[src/verilog/pwg_regs.svh]
// Register offsets, field positions, reset values and masks of the peripheral write guard
`ifndef PWG_REGS_SVH
`define PWG_REGS_SVH

// Register offsets (byte addresses on the bridge)
`define PWG_PROTECT_SET_OFFSET 8'h04
`define PWG_VIOLATION_OFFSET 8'h08
`define PWG_ADDR_WIDTH 8

// First instance field positions
`define PWG_B0_SERVICE_BIT 1
`define PWG_B0_FLASH_BIT 2
`define PWG_B0_PORT_BIT 3
`define PWG_B0_TRACE_BIT 6

// Third instance field positions
`define PWG_B2_EVENT_BIT 1
`define PWG_B2_SERIAL_LSB 2
`define PWG_B2_SERIAL_MSB 7
`define PWG_B2_TIMER_LSB 8
`define PWG_B2_TIMER_MSB 15
`define PWG_B2_ADC_BIT 16
`define PWG_B2_COMPARATOR_BIT 17
`define PWG_B2_DAC_BIT 18
`define PWG_B2_TOUCH_BIT 19

// Writable masks and reset values per instance
`define PWG_WMASK_0 32'h0000_004E
`define PWG_RESET_0 32'h0000_0002
`define PWG_WMASK_1 32'h0000_0000
`define PWG_RESET_1 32'h0000_0000
`define PWG_WMASK_2 32'h000F_FFFE
`define PWG_RESET_2 32'h0080_0000

// Bus clock enable state after reset per instance
`define PWG_CLK_RESET_EN_0 1'b1
`define PWG_CLK_RESET_EN_1 1'b1
`define PWG_CLK_RESET_EN_2 1'b0

// Violation register fields
`define PWG_VIOL_FLAG_BIT 31
`define PWG_VIOL_WRITE_BIT 30
`define PWG_VIOL_SLOT_MSB 4

`endif

[src/verilog/pwg_pkg.sv]
// Types shared by the peripheral write guard modules
`include "pwg_regs.svh"
package pwg_pkg;

  typedef logic [31:0] pwg_word_t;
  typedef logic [4:0] pwg_slot_t;

  // Whole state of the guard top level
  typedef struct packed {
    pwg_word_t protect;
    pwg_word_t rdata;
    logic slverr;
    logic viol_flag;
    logic viol_write;
    pwg_slot_t viol_slot;
  } pwg_state_t;

  // Which register a bus address hits
  typedef enum logic [1:0] {
    PWG_HIT_NONE,
    PWG_HIT_PROTECT,
    PWG_HIT_VIOLATION
  } pwg_hit_t;

  function automatic pwg_word_t pwg_wmask(input int inst);
    if (inst == 0) begin
      pwg_wmask = `PWG_WMASK_0;
    end else if (inst == 1) begin
      pwg_wmask = `PWG_WMASK_1;
    end else begin
      pwg_wmask = `PWG_WMASK_2;
    end
  endfunction

  function automatic pwg_word_t pwg_reset_val(input int inst);
    if (inst == 0) begin
      pwg_reset_val = `PWG_RESET_0;
    end else if (inst == 1) begin
      pwg_reset_val = `PWG_RESET_1;
    end else begin
      pwg_reset_val = `PWG_RESET_2;
    end
  endfunction

endpackage

[src/verilog/pwg_bus_decode.sv]
// Address decoder of the guard's register window
`include "pwg_regs.svh"
module pwg_bus_decode
  import pwg_pkg::*;
(
  input wire logic [`PWG_ADDR_WIDTH-1:0] i_addr,
  output pwg_hit_t o_hit
);

  always_comb begin
    if (i_addr == `PWG_PROTECT_SET_OFFSET) begin
      o_hit = PWG_HIT_PROTECT;
    end else if (i_addr == `PWG_VIOLATION_OFFSET) begin
      o_hit = PWG_HIT_VIOLATION;
    end else begin
      o_hit = PWG_HIT_NONE;
    end
  end

endmodule // pwg_bus_decode

[src/verilog/pwg_access_check.sv]
// Decides whether one bridge transfer to a guarded peripheral may proceed
module pwg_access_check
  import pwg_pkg::*;
(
  input wire pwg_word_t i_protect,
  input wire logic i_valid,
  input wire logic i_write,
  input wire logic i_debug,
  input wire pwg_slot_t i_slot,
  output logic o_protected,
  output logic o_block
);

  always_comb begin
    o_protected = i_protect[i_slot];
    // Reads are never guarded; debugger writes bypass protection
    o_block = i_valid && i_write && !i_debug && o_protected;
  end

endmodule // pwg_access_check

[src/verilog/pwg_guard.sv]
// Peripheral write guard: protect bits, bridge slave and transfer check
// Function
// - One guard instance per bridge blocks writes to its peripherals.
// - Bus clock enabled after reset on instances zero and one, not two.
// - Guard keeps working in sleep whenever its clock runs.
// - Debugger writes ignore protection and always reach the register.
// - Writing zero to a protect bit leaves it unchanged.
// - Writing one to a writable protect bit clears it, or sets it when SET_ON_ONE is set.
// - Third instance: timer units zero to seven at bits 8 to 15.
// - Third instance: serial units zero to five at bits 2 to 7.
// - Third instance: protect register at 0x04, reset 0x00800000.
// - Checks apply to every transfer through the associated bridge.
`include "pwg_regs.svh"
module pwg_guard
  import pwg_pkg::*;
#(
  parameter int INSTANCE = 0,
  parameter bit SET_ON_ONE = 1'b0
)
(
  input wire logic i_clock,
  input wire logic i_nrst,
  // Register access from the bridge
  input wire logic i_psel,
  input wire logic i_penable,
  input wire logic i_pwrite,
  input wire logic [`PWG_ADDR_WIDTH-1:0] i_paddr,
  input wire logic [31:0] i_pwdata,
  input wire logic [3:0] i_pstrb,
  input wire logic i_pdebug,
  output logic [31:0] o_prdata,
  output logic o_pready,
  output logic o_pslverr,
  // Transfer check toward the guarded peripherals
  input wire logic i_xfer_valid,
  input wire logic i_xfer_write,
  input wire logic i_xfer_debug,
  input wire logic [4:0] i_xfer_slot,
  output logic o_xfer_block,
  output logic o_xfer_protected,
  // Protect vector and clock-gate default toward the system
  output logic [31:0] o_protect,
  output logic o_guard_bus_clock_reset_en
);

  ////////////////////////////////////////////////////////////////////////////
  // Constants of this instance

  localparam pwg_word_t WMASK = pwg_wmask(INSTANCE);
  localparam pwg_word_t RESET_VAL = pwg_reset_val(INSTANCE);

  localparam pwg_state_t STATE_RESET = '{
    protect: RESET_VAL,
    rdata: 32'h0000_0000,
    slverr: 1'b0,
    viol_flag: 1'b0,
    viol_write: 1'b0,
    viol_slot: 5'h00
  };

  ////////////////////////////////////////////////////////////////////////////
  // State

  pwg_state_t state_q;
  pwg_state_t state_d;

  ////////////////////////////////////////////////////////////////////////////
  // Decode

  pwg_hit_t hit;
  logic setup_phase;
  logic access_phase;
  logic wr_access;
  pwg_word_t wr_bits;
  logic chk_block;
  logic chk_protected;

  pwg_bus_decode u_decode (
    .i_addr(i_paddr),
    .o_hit(hit)
  );

  // Every transfer passing the bridge is checked here
  pwg_access_check u_check (
    .i_protect(state_q.protect),
    .i_valid(i_xfer_valid),
    .i_write(i_xfer_write),
    .i_debug(i_xfer_debug),
    .i_slot(i_xfer_slot),
    .o_protected(chk_protected),
    .o_block(chk_block)
  );

  always_comb begin
    setup_phase = i_psel && !i_penable;
    access_phase = i_psel && i_penable;
    wr_access = access_phase && i_pwrite && !state_q.slverr;
  end

  // Byte strobes limit which protect bits a write may touch
  always_comb begin
    wr_bits = i_pwdata & WMASK;
    for (int b = 0; b < 4; b++) begin
      if (!i_pstrb[b]) begin
        wr_bits[b*8 +: 8] = 8'h00;
      end
    end
  end

  ////////////////////////////////////////////////////////////////////////////
  // Next state

  always_comb begin
    state_d = state_q;

    // Register read data and error answer are fixed in the setup phase
    if (setup_phase) begin
      state_d.slverr = (hit == PWG_HIT_NONE);
      if (hit == PWG_HIT_PROTECT) begin
        state_d.rdata = state_q.protect;
      end else if (hit == PWG_HIT_VIOLATION) begin
        state_d.rdata = 32'h0000_0000;
        state_d.rdata[`PWG_VIOL_FLAG_BIT] = state_q.viol_flag;
        state_d.rdata[`PWG_VIOL_WRITE_BIT] = state_q.viol_write;
        state_d.rdata[`PWG_VIOL_SLOT_MSB:0] = state_q.viol_slot;
      end else begin
        state_d.rdata = 32'h0000_0000;
      end
    end

    // Protect register write; zeros leave bits alone
    if (wr_access && hit == PWG_HIT_PROTECT) begin
      if (SET_ON_ONE) begin
        state_d.protect = state_q.protect | wr_bits;
      end else begin
        state_d.protect = state_q.protect & ~wr_bits;
      end
    end

    // Software clears the violation flag by writing one to it
    if (wr_access && hit == PWG_HIT_VIOLATION && i_pstrb[3]
        && i_pwdata[`PWG_VIOL_FLAG_BIT]) begin
      state_d.viol_flag = 1'b0;
    end

    // A blocked write in the same cycle wins over the clear
    if (chk_block) begin
      state_d.viol_flag = 1'b1;
      state_d.viol_write = i_xfer_write;
      state_d.viol_slot = i_xfer_slot;
    end
  end

  ////////////////////////////////////////////////////////////////////////////
  // Registers

  // No sleep input: the guard runs whenever its clock does
  always_ff @(posedge i_clock or negedge i_nrst) begin
    if (!i_nrst) begin
      state_q <= STATE_RESET;
    end else begin
      state_q <= state_d;
    end
  end

  ////////////////////////////////////////////////////////////////////////////
  // Outputs

  // Debug flag on the register port is accepted but changes nothing here:
  // the guard's own register is never protected
  logic unused_pdebug;

  always_comb begin
    unused_pdebug = i_pdebug;
    o_prdata = state_q.rdata;
    o_pready = access_phase;
    o_pslverr = access_phase && state_q.slverr;
    o_xfer_block = chk_block;
    o_xfer_protected = chk_protected;
    o_protect = state_q.protect;
  end

  // Default enable the clock controller applies to this guard's bus clock
  always_comb begin
    if (INSTANCE == 0) begin
      o_guard_bus_clock_reset_en = `PWG_CLK_RESET_EN_0;
    end else if (INSTANCE == 1) begin
      o_guard_bus_clock_reset_en = `PWG_CLK_RESET_EN_1;
    end else begin
      o_guard_bus_clock_reset_en = `PWG_CLK_RESET_EN_2;
    end
  end

endmodule // pwg_guard

[config.mk]
export PLATFORM = sky130hd
export DESIGN_NAME = pwg_guard
export DESIGN_NICKNAME = d
export VERILOG_FILES = /design/src/verilog/pwg_pkg.sv /design/src/verilog/pwg_bus_decode.sv /design/src/verilog/pwg_access_check.sv /design/src/verilog/pwg_guard.sv
export VERILOG_INCLUDE_DIRS = /design/src /design/src/verilog
export SDC_FILE = /design/constraint.sdc
export NUM_CORES = 1
export LEC_CHECK = 0
export ABC_AREA = 1
export BUFFER_PORTS_ARGS = -buffer_cell sky130_fd_sc_hd__buf_4
export CAP_MARGIN = 0
export CORE_MARGIN = 4
export CORE_UTILIZATION = 45
export DETAILED_ROUTE_END_ITERATION = 7
export PLACE_DENSITY = 0.86
export SYNTH_ARGS = -nofsm -noshare
export SYNTH_HDL_FRONTEND = slang
export SYNTH_HIERARCHICAL = 1
export SYNTH_SLANG_ARGS = --single-unit
[constraint.sdc]
create_clock -name i_clock -period 4.29 [get_ports i_clock]
set_clock_uncertainty 0.05 [all_clocks]
set_input_delay 0.858 -clock i_clock [delete_from_list [all_inputs] [get_ports i_clock]]
set_output_delay 0.858 -clock i_clock [all_outputs]
set_load 0.05 [all_outputs]
Yosys cells after proc, flatten, opt, wreduce, memory -nomap -nowiden
Index checks and enable logic that the tools add are counted.

Order comparisons: 1. Equality and inequality tests: 4. Muxes and demuxes: 9. Bitwise logic cells: 2. Reduce and logical (&&, ||, !) cells: 17.

Operator list (number): 2-to-1 mux 32 bit (2); AND 32 bit (1); NOT 7 -> 32 bit (1); 2-to-1 mux 7 bit (2); logical AND 1 bit (12); equality test 8 x 3 -> 1 bit (second input constant) (1); equality test 8 x 4 -> 1 bit (second input constant) (1); < comparator 5 x 6 -> 1 bit (second input constant) (1); binary-select mux 1 bit (select 5 bit) (1); 2-to-1 mux 2 bit (2); zero test 1 bit (3); equality test 2 x 1 -> 1 bit (second input constant) (1); equality test 2 bit (second input constant) (1); zero test 2 bit (1); 2-to-1 mux 1 bit (2); nonzero test 2 bit (1).

Flip-flop bits (word level): 72. Input bits: 58. Output and inout port bits: 69. Word-level logic and storage cells: 39.

Logic depth before layout (Yosys ltp)
Depth after elaboration: 9. Mapped depth: 15. Mapped depth without buffers: 12.

Cells and area by module
The synthesis kept the hierarchy.

By module, submodules not included: pwg_guard (times used 1, cells an instance 171, area an instance 1398.8 um^2, seq. area each 501.7 um^2); pwg_access_check (times used 1, cells an instance 79, area an instance 415.4 um^2, seq. area each 0.0 um^2); pwg_bus_decode (times used 1, cells an instance 12, area an instance 47.5 um^2, seq. area each 0.0 um^2).

Worst setup path after synthesis
No wires, ideal clock.

Path kind: input-to-output. From: input port i_xfer_slot[0]. To: output port o_xfer_block. Arrival: 1955 ps. Data required time: 3382 ps. Slack: 1427 ps. Stages: 11. Cell sequence: buf_6 inv_8 buf_12 nand2_2 nand3_2 nand3_1 nand2_1 nand2_1 nand3_2 nand2_2 nor2_2.

Longest elaborated chain between the ends: 3.

Ends and longest elaborated chain: start: declaration (RTL line pwg_guard.sv:38) `input wire logic [4:0] i_xfer_slot,`; binary-select mux 1 bit (select 5 bit) (RTL line pwg_access_check.sv:15) `o_protected = i_protect[i_slot];`; 2-to-1 mux 1 bit (implied by the code) (RTL line pwg_access_check.sv:15); logical AND 1 bit (RTL line pwg_access_check.sv:17) `o_block = i_valid && i_write && !i_debug && o_protected;`; end: declaration (RTL line pwg_guard.sv:39) `output logic o_xfer_block,`.

No other way between the ends. The select of a mux whose other input is x is not followed.

Worst setup path in the final report
Same ends and word-level chain as after synthesis.

==> results <==
- Each instance of the synthesized netlist takes up on average 7.106 um^2.
- The detailed-placement wirelength estimate is roughly 2800 um.
- about 130 I/O pins were placed.
- The total count of max-transition violations in the final report is 0.
- The number of remaining DRC errors is 0.
- The die covers 0.005230 mm^2.
- The repair_antennas step left the layout with diodes totalling 0.
- The vertical extent of the die is ~72 um.
- The number of antenna violations at the first check in global routing is 0.
- After global routing the overflow that remains totals 0.
- For this design, the CTS-stage hold fixing added 0 buffers.
- The count of max-cap constraint violations is 0.
- Counting instances in the post-synthesis netlist gives the leading cell types as sky130_fd_sc_hd__nand2_1 (73), sky130_fd_sc_hd__buf_4 (66), sky130_fd_sc_hd__nand3_1 (39), sky130_fd_sc_hd__dfrtp_1 (19), sky130_fd_sc_hd__inv_1 (14).
- The setup check on the worst reg-to-reg path leaves a slack of 2530 ps.
- Ranked by total cell area, the synthesized netlist is headed by sky130_fd_sc_hd__buf_4 (27%), sky130_fd_sc_hd__dfrtp_1 (26%), sky130_fd_sc_hd__nand2_1 (15%), sky130_fd_sc_hd__nand3_1 (10%), sky130_fd_sc_hd__nand2_2 (3.4%).
- Yosys instantiated no cell more often than sky130_fd_sc_hd__nand2_1.
- The most used routing layer is met2.
- Of the cells placed in the final design, the portion with a size suffix greater than 1 is 22.71%.
- The maximum resistive drop on vdd is between 100 and 150 uV.
- Clock tree synthesis found a total of 20 sinks.
- The worst setup path startpoint is i_xfer_slot[0].
- The share of the Yosys chip area taken by registers is between 20% and 30%.
- The area fraction of the dominant cell type after synthesis is between 20% and 30%.
- The clock root buffer master is sky130_fd_sc_hd__clkbuf_8.
- TritonCTS built the clock tree.
- The number of nets still failing antenna checks after routing is 0.
- The worst slack on hold paths is 416.5 ps.
- Static timing analysis puts the maximum clock frequency at 323.6 MHz.
- The number of failing hold endpoints at the final stage was 0.
- Synthesis handed over a netlist of between 200 and 300 instances.
- In this run, the number of DRC markers left after iteration 0 of detailed routing was 30.
- The routed via count divided by cell count is approximately 3.9.
- At the worst endpoint, the required time is roughly 3400 ps.
- Summing all placed instances gives a cell area of 0.001989 mm^2.
- The analysis attributes to net switching a power of between 0.2 and 0.25 mW.
- Cell internal power was estimated by the tool at approximately 0.33 mW.
- The combinational share of power is 36.9%.
- The routed wirelength normalized by instance count is about 8.8 um.
- The number of gates resized after cts is 0.
- Setup repair after global routing left no endpoint under its margin.
- The run finished with clean final reports.
- Summed over all cells, the static leakage comes to about 1.2 nW.
- The fraction of power consumed by the clock network is between 20 and 25%.
- The post-synth design cell area is around 0.0019 mm^2.
- The time the final worst path needs with I/O delays and setup is 3090 ps.
- The number of global-route vias before repair is 1169.
- The critical-path maximum fanout is 18.
- Counting flops and latches in the post-synthesis netlist gives 20.
- The total number of placement rows is 23.
- The worst setup path is of the in2out kind.
- In the finished design, the share of the clock period the worst path needs comes to between 70% and 80%.
- Global routing consumed, on the met2 layer, between 20% and 30% of the routing resources.
- The final layout net count is approximately 380.
- Entering global routing, the biggest net connects 21 pins.
- Clock-pin slew was measured on the worst setup and hold paths at 70 ps.
- The dominant register cell in the synthesized netlist is sky130_fd_sc_hd__dfrtp_1.
- The async set or reset register ratio after synthesis is between 90% and 100%.
- From left edge to right edge, the die measures between 70 and 80 um.
- Net switching is 40.67% of the power.
- Global routing used around 1.7% of the available met3 tracks.
- The number of cells on the worst reg-to-reg path is 11.
- The insertion delay of the later-clocked pin in the worst-skew pair is around 250 ps.
- The first TritonRoute pass finished after 4 iterations.
- For this run, the total global-route usage over all layers was measured as 11.80%.
- The number of buffers on the longest clock path is 2.
- The startpoint of the most critical register-to-register path is o_protect[1]$_DFFE_PN1P_.
- For this configuration, the core starts out at a cell density of 46.54%.
- The CTS H-tree depth is 1.
- The destination of the worst register-to-register timing path is state_q[2]$_DFFE_PN0P_.
- During synthesis, Yosys emitted a total of 6 warnings.
- The first global-routing pass estimated slightly below 5000 um of wire.
- The count of unique library cells instantiated by Yosys is 23.
- Routability-driven placement finished with a final weighted congestion of ~0.78.
- In this run the power density over the cells is ~270 mW/mm^2.
- The global routing usage on met1 is between 10% and 20%.
- The sequential power share is around 39%.
- The total wire length after detailed routing is between 3000 and 4000 um.
- After clock tree synthesis, the setup repair step added 0 buffers.
- The CTS buffer count is 3.
- The routed layout has between 1000 and 1500 vias.
- The total area inside the core boundary comes to between 0.004 and 0.005 mm^2.
- Data arrives at the worst endpoint at 2180 ps.
- STA classifies the critical path endpoint as an output pin.
- Summed over all instances, the cell type with the most area after synthesis is sky130_fd_sc_hd__buf_4.
- For the final routed database, the setup TNS stands at 0 ps.
- The tightest min-delay check is of the in2async type.
- Compared with the post-synthesis result, the final layout area differs by 9.812%.
- The worst setup path is launched from an input port.
- Setup violations remaining at the end of the flow were counted as 0.
- Yosys mapped a number of flops with a built-in enable equal to 0.
- In this run the tool buffered the top-level ports with 43 buffer cells.
- Cells fill ~50% of the core in the end.
- The finished cells cover around 0.0020 mm^2.
-- area by class of cell --
class                   count  area (um^2)
fillers                   395         1956
multi-input cells         232         1025
flip-flops and latches     20        501.7
repair buffers             43        322.8
inverters                  18        77.57
well taps                  50        62.56
clock buffers               4        55.05
-- flip-flops by register name (all words and copies together) (netlist names) --
signal / cells
o_prdata: 8
o_protect: 4
state_q: 8
-- stage by stage --
| stage | std cells | setup slack, ps | total power [mW] |
|---|---|---|---|
| CTS | 367 | 1177 | 0.5552 |
| floorplan | 341 | 1427 | 0.4230 |
| global route | 367 | 1045 | 0.5843 |
| global placement | 363 | 1183 | 0.4146 |
| finish | 367 | 1200 | 0.5515 |
| detailed placement | 363 | 1177 | 0.4184 |
-- cells by family after synthesis --
logic type | count (synthesis) | share of synthesized area, %
flops | 20 | 26.95
other cells | 2 | 0.4034
simple gates | 140 | 35.01
compound gates | 11 | 3.696
buf+inv | 89 | 33.94
-- critical path, stage by stage --
cell and delay [ps]:
sky130_fd_sc_hd__buf_4 190, sky130_fd_sc_hd__inv_8 130, sky130_fd_sc_hd__nand2_1 60, sky130_fd_sc_hd__nand3_1 60
sky130_fd_sc_hd__nand3_1 60, sky130_fd_sc_hd__nand2_1 80, sky130_fd_sc_hd__nand2_1 60, sky130_fd_sc_hd__nand3_2 70
sky130_fd_sc_hd__nand2_2 60, sky130_fd_sc_hd__nor2_2 280, sky130_fd_sc_hd__buf_4 270
-- power by group through the flow --
stage	combinational, mW	clock [mW]	sequential [mW]
floorplan	0.209	0	0.214
global placement	0.200	0	0.215
detailed placement	0.203	0	0.216
CTS	0.203	0.140	0.212
global route	0.221	0.149	0.214
finish	0.203	0.136	0.212
-- routing by layer --
layer  part of all wire (%)  wire, um
met4                   0.84        27
met1                     38      1234
met3                    6.0       193
met5                      0         0
met2                     55      1763
-- worst max-delay path by stage --
stage,endpoint,slack [ps],cells after the start
final,o_xfer_block,1200,11
after global routing,o_xfer_block,1050,11
after CTS,o_xfer_block,1180,11
after detailed placement,o_xfer_block,1180,11
after global placement,o_xfer_block,1180,11
after floorplan,o_xfer_block,1430,11
-- layout by cell type, fill, tap and decap left out, drive strengths merged --
cell | synthesis | final
dfrtp | 19 | 19
nand2 | 83 | 83
buf | 71 | 43
clkbuf | 0 | 4
dfstp | 1 | 1
conb | 2 | 81
nor2 | 14 | 14
nand3b | 1 | 1
o21ai | 7 | 7
inv | 18 | 18
nand3 | 42 | 42
a21boi | 4 | 4
Power figures use the tool's default switching activity.
